## config.mk

```make
export PLATFORM = sky130hd
export DESIGN_NAME = ocd_decoder
export DESIGN_NICKNAME = d
export VERILOG_FILES = /design/src/logic/ocd_pkg.sv /design/src/logic/ocd_decoder.sv
export VERILOG_INCLUDE_DIRS = /design/src /design/src/logic
export SDC_FILE = /design/constraint.sdc
export NUM_CORES = 1
export LEC_CHECK = 0
export BUFFER_PORTS_ARGS = -buffer_cell sky130_fd_sc_hd__buf_2
export CORE_ASPECT_RATIO = 0.8
export CORE_MARGIN = 4
export CORE_UTILIZATION = 55
export DETAILED_ROUTE_END_ITERATION = 8
export PLACE_DENSITY_LB_ADDON = 0.2
export SLEW_MARGIN = 20
export SYNTH_ARGS = -nofsm -noshare
export SYNTH_HDL_FRONTEND = slang
export SYNTH_SLANG_ARGS = --single-unit
```

## constraint.sdc

```tcl
create_clock -name sys_clk -period 5.85 [get_ports sys_clk]
set_clock_uncertainty 0.2 [all_clocks]
set_input_delay 0.2925 -clock sys_clk [delete_from_list [all_inputs] [get_ports sys_clk]]
set_output_delay 0.2925 -clock sys_clk [all_outputs]
set_load 0.02 [all_outputs]
```

## src/logic/ocd_regs.svh

```systemverilog
// Constants for the opcode decode fragment: opcodes, cycle counts, flag positions.
// Assumes inclusion by the decoder; holds definitions only.
`ifndef OCD_REGS_SVH
`define OCD_REGS_SVH

// ----------------------------------------
// Opcodes
// ----------------------------------------
`define OCD_OP_CHK_DIR   8'h3d
`define OCD_OP_CHK_ACC   8'h4d
`define OCD_OP_CHK_IDX   8'h5d
`define OCD_OP_CHK_SHORT 8'h6d
`define OCD_OP_CHK_PLAIN 8'h7d
`define OCD_OP_COPY      8'h9f
`define OCD_OP_WAIT      8'h8f
// Opcode groups for operand-layout decode (upper nibble)
`define OCD_HI_BITTEST   4'h0
`define OCD_HI_FULL      4'hc
`define OCD_HI_LONG      4'hd
`define OCD_HI_SHORT     4'he

// ----------------------------------------
// Cycle counts
// ----------------------------------------
`define OCD_CYC_CHK_DIR  4'h4
`define OCD_CYC_CHK_REG  4'h3
`define OCD_CYC_CHK_SHORT 4'h5
`define OCD_CYC_CHK_PLAIN 4'h4
`define OCD_CYC_IMPLIED  4'h2
`define OCD_CYC_DEFAULT  4'h2

// ----------------------------------------
// Condition flag bit positions and reset values
// ----------------------------------------
`define OCD_FLAG_C       0
`define OCD_FLAG_Z       1
`define OCD_FLAG_N       2
`define OCD_FLAG_I       3
`define OCD_FLAG_H       4
`define OCD_FLAGS_RESET  5'h08
`define OCD_PC_RESET     16'h0000

`endif

```

## src/logic/ocd_pkg.sv

```systemverilog
// Types shared by the opcode decode fragment.
// Assumes ocd_regs.svh sits beside it.
package ocd_pkg;

  // ----------------------------------------
  // Decoder states
  // ----------------------------------------
  typedef enum logic [2:0] {
    OCD_FETCH,
    OCD_OPND1,
    OCD_OPND2,
    OCD_EXEC,
    OCD_WAITING
  } ocd_state_e;

  // Operand layouts
  typedef enum logic [2:0] {
    OCD_L_NONE,
    OCD_L_DIR,
    OCD_L_SHORT,
    OCD_L_LONG,
    OCD_L_FULL,
    OCD_L_BITREL
  } ocd_layout_e;

  typedef struct packed {
    ocd_state_e  state;
    ocd_layout_e layout;
    logic [7:0]  opcode;
    logic [7:0]  opnd1;
    logic [7:0]  opnd2;
    logic [3:0]  cyc;
    logic [3:0]  cyc_total;
    logic [15:0] pc;
    logic [7:0]  acc;
    logic [7:0]  idx;
    logic [4:0]  flags;
    logic [15:0] ea;
    logic        ea_valid;
    logic        done;
    logic        clk_halt;
  } ocd_state_s;

endpackage

```

## src/logic/ocd_decoder.sv

```systemverilog
// Opcode decode and execute fragment: check, copy, wait and operand layouts.
// Assumes program memory answers fetch_addr with fetch_data in the same cycle,
// and that data reads for the check instruction return mem_data likewise.
//
// How it works
// - Check subtracts zero, sets N/Z, keeps H/C
// - 9F copies index to acc, flags untouched
// - 8F clears mask, halts clock until interrupt
// - Long offset: high then low, plus index
// - Full address: high byte then low byte
// - Short offset: one unsigned byte plus index
// - Bit test: direct address then branch offset
`include "ocd_regs.svh"

module ocd_decoder (
  // Clock and reset
  input  wire logic        sys_clk,
  input  wire logic        rst,
  // Program memory
  output      logic [15:0] fetch_addr,
  input  wire logic [7:0]  fetch_data,
  // Operand data read
  output      logic [15:0] mem_addr,
  output      logic        mem_read,
  input  wire logic [7:0]  mem_data,
  // Interrupt wake-up
  input  wire logic        irq_pending,
  // Core state seen by the rest of the CPU
  output      logic [7:0]  acc,
  output      logic [7:0]  idx,
  output      logic [4:0]  condition_flags,
  output      logic [15:0] pc,
  output      logic [15:0] operand_addr,
  output      logic [7:0]  branch_offset,
  output      logic        operand_addr_valid,
  output      logic        cpu_clk_halt,
  output      logic        instr_done
);

  ocd_pkg::ocd_state_s r;
  ocd_pkg::ocd_state_s next_r;

  // ----------------------------------------
  // Decode helpers
  // ----------------------------------------
  function automatic ocd_pkg::ocd_layout_e layout_of(input logic [7:0] op);
    ocd_pkg::ocd_layout_e l;
    l = ocd_pkg::OCD_L_NONE;
    case (op[7:4])
      `OCD_HI_BITTEST: l = ocd_pkg::OCD_L_BITREL;
      `OCD_HI_FULL:    l = ocd_pkg::OCD_L_FULL;
      `OCD_HI_LONG:    l = ocd_pkg::OCD_L_LONG;
      default: begin
        if (op == `OCD_OP_CHK_DIR) begin
          l = ocd_pkg::OCD_L_DIR;
        end else if (op == `OCD_OP_CHK_SHORT || op[7:4] == `OCD_HI_SHORT) begin
          l = ocd_pkg::OCD_L_SHORT;
        end
      end
    endcase
    return l;
  endfunction

  function automatic logic [3:0] cycles_of(input logic [7:0] op);
    logic [3:0] c;
    c = `OCD_CYC_DEFAULT;
    case (op)
      `OCD_OP_CHK_DIR: c = `OCD_CYC_CHK_DIR;
      `OCD_OP_CHK_ACC: c = `OCD_CYC_CHK_REG;
      `OCD_OP_CHK_IDX: c = `OCD_CYC_CHK_REG;
      `OCD_OP_CHK_SHORT: c = `OCD_CYC_CHK_SHORT;
      `OCD_OP_CHK_PLAIN: c = `OCD_CYC_CHK_PLAIN;
      `OCD_OP_COPY:    c = `OCD_CYC_IMPLIED;
      `OCD_OP_WAIT:    c = `OCD_CYC_IMPLIED;
      default:         c = `OCD_CYC_DEFAULT;
    endcase
    return c;
  endfunction

  // N and Z from a value minus zero
  function automatic logic [4:0] nz_flags(input logic [4:0] f, input logic [7:0] v);
    logic [4:0] o;
    o = f;
    o[`OCD_FLAG_N] = v[7];
    o[`OCD_FLAG_Z] = (v == 8'h00);
    return o;
  endfunction

  function automatic logic is_check_mem(input logic [7:0] op);
    return op == `OCD_OP_CHK_DIR || op == `OCD_OP_CHK_SHORT || op == `OCD_OP_CHK_PLAIN;
  endfunction

  // ----------------------------------------
  // Next state
  // ----------------------------------------
  always_comb begin
    next_r      = r;
    next_r.done = 1'b0;
    case (r.state)
      ocd_pkg::OCD_FETCH: begin
        next_r.opcode    = fetch_data;
        next_r.layout    = layout_of(fetch_data);
        next_r.cyc_total = cycles_of(fetch_data);
        next_r.cyc       = 4'h1;
        next_r.ea_valid  = 1'b0;
        next_r.pc        = r.pc + 16'h0001;
        if (layout_of(fetch_data) == ocd_pkg::OCD_L_NONE) begin
          next_r.state = ocd_pkg::OCD_EXEC;
        end else begin
          next_r.state = ocd_pkg::OCD_OPND1;
        end
      end
      ocd_pkg::OCD_OPND1: begin
        next_r.opnd1 = fetch_data;
        next_r.pc    = r.pc + 16'h0001;
        next_r.cyc   = r.cyc + 4'h1;
        case (r.layout)
          ocd_pkg::OCD_L_DIR: begin
            next_r.ea       = {8'h00, fetch_data};
            next_r.ea_valid = 1'b1;
            next_r.state    = ocd_pkg::OCD_EXEC;
          end
          ocd_pkg::OCD_L_SHORT: begin
            next_r.ea       = {8'h00, fetch_data} + {8'h00, r.idx};
            next_r.ea_valid = 1'b1;
            next_r.state    = ocd_pkg::OCD_EXEC;
          end
          default: begin
            next_r.state = ocd_pkg::OCD_OPND2;
          end
        endcase
      end
      ocd_pkg::OCD_OPND2: begin
        next_r.opnd2    = fetch_data;
        next_r.pc       = r.pc + 16'h0001;
        next_r.cyc      = r.cyc + 4'h1;
        next_r.ea_valid = 1'b1;
        next_r.state    = ocd_pkg::OCD_EXEC;
        case (r.layout)
          ocd_pkg::OCD_L_LONG:   next_r.ea = {r.opnd1, fetch_data} + {8'h00, r.idx};
          ocd_pkg::OCD_L_FULL:   next_r.ea = {r.opnd1, fetch_data};
          ocd_pkg::OCD_L_BITREL: next_r.ea = {8'h00, r.opnd1};
          default:               next_r.ea = r.ea;
        endcase
      end
      ocd_pkg::OCD_EXEC: begin
        // Pad to the listed count so outside timing stays cycle-true
        if (r.cyc + 4'h1 >= r.cyc_total) begin
          next_r.done  = 1'b1;
          next_r.state = ocd_pkg::OCD_FETCH;
          case (r.opcode)
            `OCD_OP_CHK_ACC: next_r.flags = nz_flags(r.flags, r.acc);
            `OCD_OP_CHK_IDX: next_r.flags = nz_flags(r.flags, r.idx);
            `OCD_OP_CHK_DIR,
            `OCD_OP_CHK_SHORT: next_r.flags = nz_flags(r.flags, mem_data);
            `OCD_OP_CHK_PLAIN: next_r.flags = nz_flags(r.flags, mem_data);
            `OCD_OP_COPY:    next_r.acc   = r.idx;
            `OCD_OP_WAIT: begin
              next_r.flags[`OCD_FLAG_I] = 1'b0;
              next_r.clk_halt           = 1'b1;
              next_r.state              = ocd_pkg::OCD_WAITING;
            end
            default: next_r.flags = r.flags;
          endcase
        end else begin
          next_r.cyc = r.cyc + 4'h1;
          if (r.opcode == `OCD_OP_CHK_PLAIN) begin
            next_r.ea       = {8'h00, r.idx};
            next_r.ea_valid = 1'b1;
          end
        end
      end
      ocd_pkg::OCD_WAITING: begin
        // Only an interrupt restarts the core; the vector fetch is elsewhere
        if (irq_pending) begin
          next_r.clk_halt = 1'b0;
          next_r.state    = ocd_pkg::OCD_FETCH;
        end
      end
      default: begin
        next_r.state = ocd_pkg::OCD_FETCH;
      end
    endcase
  end

  // ----------------------------------------
  // State register
  // ----------------------------------------
  always_ff @(posedge sys_clk or posedge rst) begin
    if (rst) begin
      r           <= '0;
      r.state     <= ocd_pkg::OCD_FETCH;
      r.layout    <= ocd_pkg::OCD_L_NONE;
      r.pc        <= `OCD_PC_RESET;
      r.flags     <= `OCD_FLAGS_RESET;
      r.cyc_total <= `OCD_CYC_DEFAULT;
    end else begin
      r <= next_r;
    end
  end

  // ----------------------------------------
  // Outputs
  // ----------------------------------------
  assign fetch_addr         = r.pc;
  assign mem_addr           = r.ea;
  assign mem_read           = r.state == ocd_pkg::OCD_EXEC && r.ea_valid && is_check_mem(r.opcode);
  assign acc                = r.acc;
  assign idx                = r.idx;
  assign condition_flags    = r.flags;
  assign pc                 = r.pc;
  assign operand_addr       = r.ea;
  assign branch_offset      = r.opnd2;
  assign operand_addr_valid = r.ea_valid;
  assign cpu_clk_halt       = r.clk_halt;
  assign instr_done         = r.done;

endmodule

```

# Word level (Yosys, flattened, before mapping)
# Cells that the tools add are included.
# totals
regBits,76
elab_cells,101
# op_classes
addsub,2
order_cmp,1
eq_ne,30
n_mux,25
reduce_logical,29
# ops
operator,count
"equality test 8 x 7 -> 1 bit, second input constant",8
2-to-1 mux 17 bit,3
one-hot mux 16 bit (3 select lines),1
one-hot mux 16 bit (2 select lines),1
one-hot mux 3 bit (3 select lines),2
"adder 16 x 1 -> 16 bit, second input constant",1
"equality test 8 x 6 -> 1 bit, second input constant",2
one-hot mux 3 bit (5 select lines),1
"equality test 3 x 2 -> 1 bit, second input constant",4
"equality test 4 bit, second input constant",3
2-to-1 mux 3 bit,4
one-hot mux 4 bit (3 select lines),1
OR reduction 2 bit,6
"equality test 3 bit, second input constant",3
nonzero test 3 bit,3
"equality test 8 bit, second input constant",1
zero test 8 bit,1
2-to-1 mux 2 bit,4
"inequality test 2 bit, second input constant",4
AND reduction 4 bit,2
"equality test 3 x 1 -> 1 bit, second input constant",2
zero test 3 bit,2
one-hot mux 3 bit (2 select lines),1
AND reduction 3 bit,2
other kinds (17),25

# Depth between registers and ports, before layout
# logic_depth
word_depth,9
mapped_depth,9
ltp_nobuf,8

# Worst setup path before layout
# No wires, ideal clock.
# synth_path
path_kind,flip-flop to flip-flop
startpoint,register r[60] (netlist bit)
endpoint,register r (netlist bit mem_addr[0])
t_arrival_ns,2.419
path_slack_ns,3.106
path_stages_with_launch,10
path_buffers,1
period_less_slack_ns,2.744
cell_sequence,dfrtp_1 ha_1 xor2_1 ha_1 a21oi_1 o21ai_0 o41ai_4 nand2_4 buf_6 mux2_4
# synth_via
elab_chain_cells,4
# synth_lines
element,line,rtl
from (decl),ocd_decoder.sv:40,ocd_pkg::ocd_state_s r;
from (signal assigned),ocd_decoder.sv:198,r <= next_r;
adder 4 x 1 -> 4 bit,ocd_decoder.sv:148,if (r.cyc + 4'h1 >= r.cyc_total) begin
greater-or-equal comparator 4 bit,ocd_decoder.sv:148,
inequality test 2 bit (no source line),--,
AND reduction 5 bit (no source line),--,
# No other way between the ends.
# A chain may end at the register's enable or synchronous reset.

# Worst setup path in the final report
# layout_path
startpoint,register r[60] (netlist bit)
endpoint,register r (netlist bit mem_addr[4])
# Same word-level chain as after synthesis.

==> flow_metrics.env <==
export IMPL_die_width_um=106
export IMPL_clockBufferDepth=2
export IMPL_hold_violations=0
export IMPL_outcome="finished, final reports clean"
export IMPL_fmax_ghz=0.341
export IMPL_relSlewSlack_pct=38.9
export IMPL_core_um2=7460
export IMPL_wl_mm=7.84
export IMPL_fp_dieH_um=86.5
export IMPL_maxCapViolCount=0
export IMPL_track_usage_pct=17.6
export IMPL_ir_drop_mv=0.231
export IMPL_period_minus_slack_ns=2.93
export IMPL_cts_root_buf="clkbuf_8"
export IMPL_cts_clk_slew_worst_paths_ns=0.08
export IMPL_cts_buffers=9
export IMPL_slew_viol_final=0
export IMPL_hold_class="input port to async pin"
export IMPL_numClockSinks=75
export IMPL_grt_pass1_vias=2630
export IMPL_htreeDepth=3
export IMPL_ys_flop_type="dfrtp_1"
export IMPL_period_share_pct=50.1
export IMPL_n_fill_cell=663
export IMPL_seqCellArea_um2=1880
export IMPL_dp_slack_ns=2.92
export IMPL_path_class="flip-flop to flip-flop"
export IMPL_power_mw=2.41
export IMPL_cp_slowest_cell="o41ai_4"
export IMPL_ant_nets=0
export IMPL_synth_cell_type_count=58
export IMPL_yosys_warnings=0
export IMPL_endpoint_kind="flip-flop"
export IMPL_antenna_cells=0
export IMPL_nNetsFinal=464
export IMPL_finalSetupTns_ns=0
export IMPL_slowest_delay_ns=0.46
export IMPL_path_cells="ha_1 -> xor2_1 -> ha_1 -> a21oi_1 -> o21ai_0 -> o41ai_4 -> nand2_4 -> mux2_1"
export IMPL_syn_inst=416
export IMPL_tritoncts="yes"
export IMPL_setup_viol=0
export IMPL_drive_gt1_share_pct=32.1
export IMPL_areaGrowthSynthToFinish_pct=4.52
export IMPL_antenna_found_initial=0
export IMPL_cp_common_cell="ha_1"
export IMPL_crit_arrival_ns=2.97
export IMPL_wl_per_cell_um=14.3
export IMPL_multi_input_area_um2=1630
export IMPL_place_gp_congestion=0.799
export IMPL_viasPerCell=5.16
export IMPL_clock_latency_ns=0.35
export IMPL_ys_async_sr_fraction_pct=100
export IMPL_post_cts_resized=0
export IMPL_avgSynthCellArea_um2=10.2
export IMPL_cp_data_required_time_ns=5.89
export IMPL_synth_seq_cells=75
export IMPL_first_iter_violations=115
export IMPL_worst_slew_pin_slew_ns=0.909
export IMPL_yosysSeqAreaShare_pct=44.4
export IMPL_cp_startpoint="r[60]$_DFFE_PP0P_"
export IMPL_hold_worst_slack_ns=0.0160
export IMPL_port_buffers=97
export IMPL_initial_utilization_pct=56.8
export IMPL_rr_startpoint="r[60]$_DFFE_PP0P_"
export IMPL_dp_hpwl_mm=5.56
export IMPL_grt_pass1_wl_mm=13.0
export IMPL_rows=28
export IMPL_start_kind="flip-flop"
export IMPL_setup_ws_ns=2.92
export IMPL_vias=2838
export IMPL_rsz0062_at_grt="false"
export IMPL_leakage_nw=2.26
export IMPL_worstPathMaxFanout=16
export IMPL_drc=0
export IMPL_grt_max_degree=76
export IMPL_io_pins=116
export IMPL_cp_top_family="compound AO/OA/AOI/OAI gates"
export IMPL_synth_edf_count=0
export IMPL_firstDrtPassIters=7
export IMPL_grt_ovfl_total=0
export IMPL_critPathBufInv=0
export IMPL_crit_cells=8
export IMPL_power_per_cell_area_nw_per_um2=544
export IMPL_netlist_area_um2=4240
export IMPL_r2r_cells=8
export IMPL_dieArea_um2=9180
==> synthesized netlist by cell type, types with 2 or more instances <==
cell type | count | share of area [%]
clkbuf_1 | 12 | 1.1
o21ai_0 | 11 | 1.3
a22o_1 | 17 | 3.5
nand4b_1 | 2 | 0.41
mux2_2 | 17 | 4.5
nor2_1 | 16 | 1.4
mux2i_1 | 2 | 0.47
xnor2_1 | 11 | 2.3
nor4_1 | 5 | 0.74
buf_4 | 93 | 16
dfstp_2 | 2 | 1.2
mux2_4 | 2 | 0.71
ha_1 | 5 | 1.5
nor2b_1 | 3 | 0.44
and4_1 | 2 | 0.41
dfrtp_1 | 73 | 43
nand3_1 | 11 | 1.3
mux2_1 | 6 | 1.6
nand4_1 | 6 | 0.89
nand2_1 | 48 | 4.3
inv_1 | 7 | 0.62
and3_1 | 5 | 0.74
nor3_1 | 4 | 0.47
a21o_1 | 3 | 0.53
a21oi_1 | 11 | 1.3
o22a_1 | 2 | 0.41
xor2_1 | 9 | 1.9
==> cells in the final DEF, fill, tap and decap left out, types with 11 or more instances in the layout <==
cell type and count:
buf_2 97, nor2_1 16, xnor2_1 11, o21ai_0 11
a22o_1 17, dfrtp_1 73, mux2_2 17, nand3_1 11
a21oi_1 11, nand2_1 48, conb_1 18
==> layer usage <==
metal  track usage (%)  wire (um)
met1              25.4       3800
met2              26.7       3500
met3              4.02        467
met4              4.94         75
met5                 0          0
==> what timing repair did <==
action | 4_1_cts | 5_1_grt
hold buffers | 6 | 0
endpoints found under the hold margin | 5 | 0
buffers inserted | 0 | 0
==> flip-flops by register name (all words and copies together) (netlist names) <==
| signal | flops |
|---|---|
| fetch_addr | 16 |
| cpu_clk_halt | 1 |
| operand_addr_valid | 1 |
| r | 29 |
| instr_done | 1 |
| condition_flags | 3 |
| branch_offset | 8 |
| mem_addr | 16 |
==> stage by stage <==
stage | instance area, um^2 | std cells | util (%)
global route | 4430 | 550 | 59.3
finish | 4430 | 550 | 59.3
floorplan | 4300 | 433 | -
CTS | 4430 | 550 | 59.3
global placement | 4160 | 528 | 55.8
detailed placement | 4160 | 528 | 55.8
==> path summary, 6_finish.rpt <==
kind                                         endpoint  slack, ns
setup / recovery              mem_addr[4]$_DFFE_PP0P_       2.92
hold / removal                mem_addr[4]$_DFFE_PP0P_       0.02
setup reg to reg              mem_addr[4]$_DFFE_PP0P_       2.92
hold reg to reg            fetch_addr[15]$_DFFE_PP0P_       0.29
max in group asynchronous           r[62]$_DFFE_PP0P_       4.84
min in group sys_clk                r[81]$_DFFE_PP0P_       0.02
==> worst register-to-register path: cells and delay by family, from the launching register on <==
kind                       cells  cell delay, ns
and+or+nand+nor                1            0.20
muxes                          1            0.36
DFF                            1            0.45
adders and majority gates      2            0.58
AOI/OAI and AO/OA              3            0.87
xor gates and xnor gates       1            0.16
==> area by class of cell <==
type	instances	share of cell area, %
Clock buffer	9	2.80
Clock inverter	7	1.86
Inverter	8	0.678
Multi-Input combinational cell	242	36.8
Sequential cell	75	42.4
Tap cell	105	2.97
Timing Repair Buffer	104	12.5
==> power breakdown <==
part	switching (mW)	leakage, nW	internal (mW)	total (mW)
combinational	0.639	1.22	0.452	1.09
sequential	0.197	0.934	0.712	0.909
clock	0.207	0.0984	0.203	0.410
==> cells by family (layout without fill, tap and decap cells) <==
kind of cell    after synthesis  after routing  synth area share, %
buf+inv                     116            128                 18.7
simple gates                111            111                 13.0
flops                        75             75                 44.4
compound gates               61             61                 10.9
mux                          27             27                 7.29
xor+xnor                     20             20                 4.13
fa+ha+maj                     5              5                 1.48
other cells                   1             18               0.0885
(Power assumes the default switching activity.)
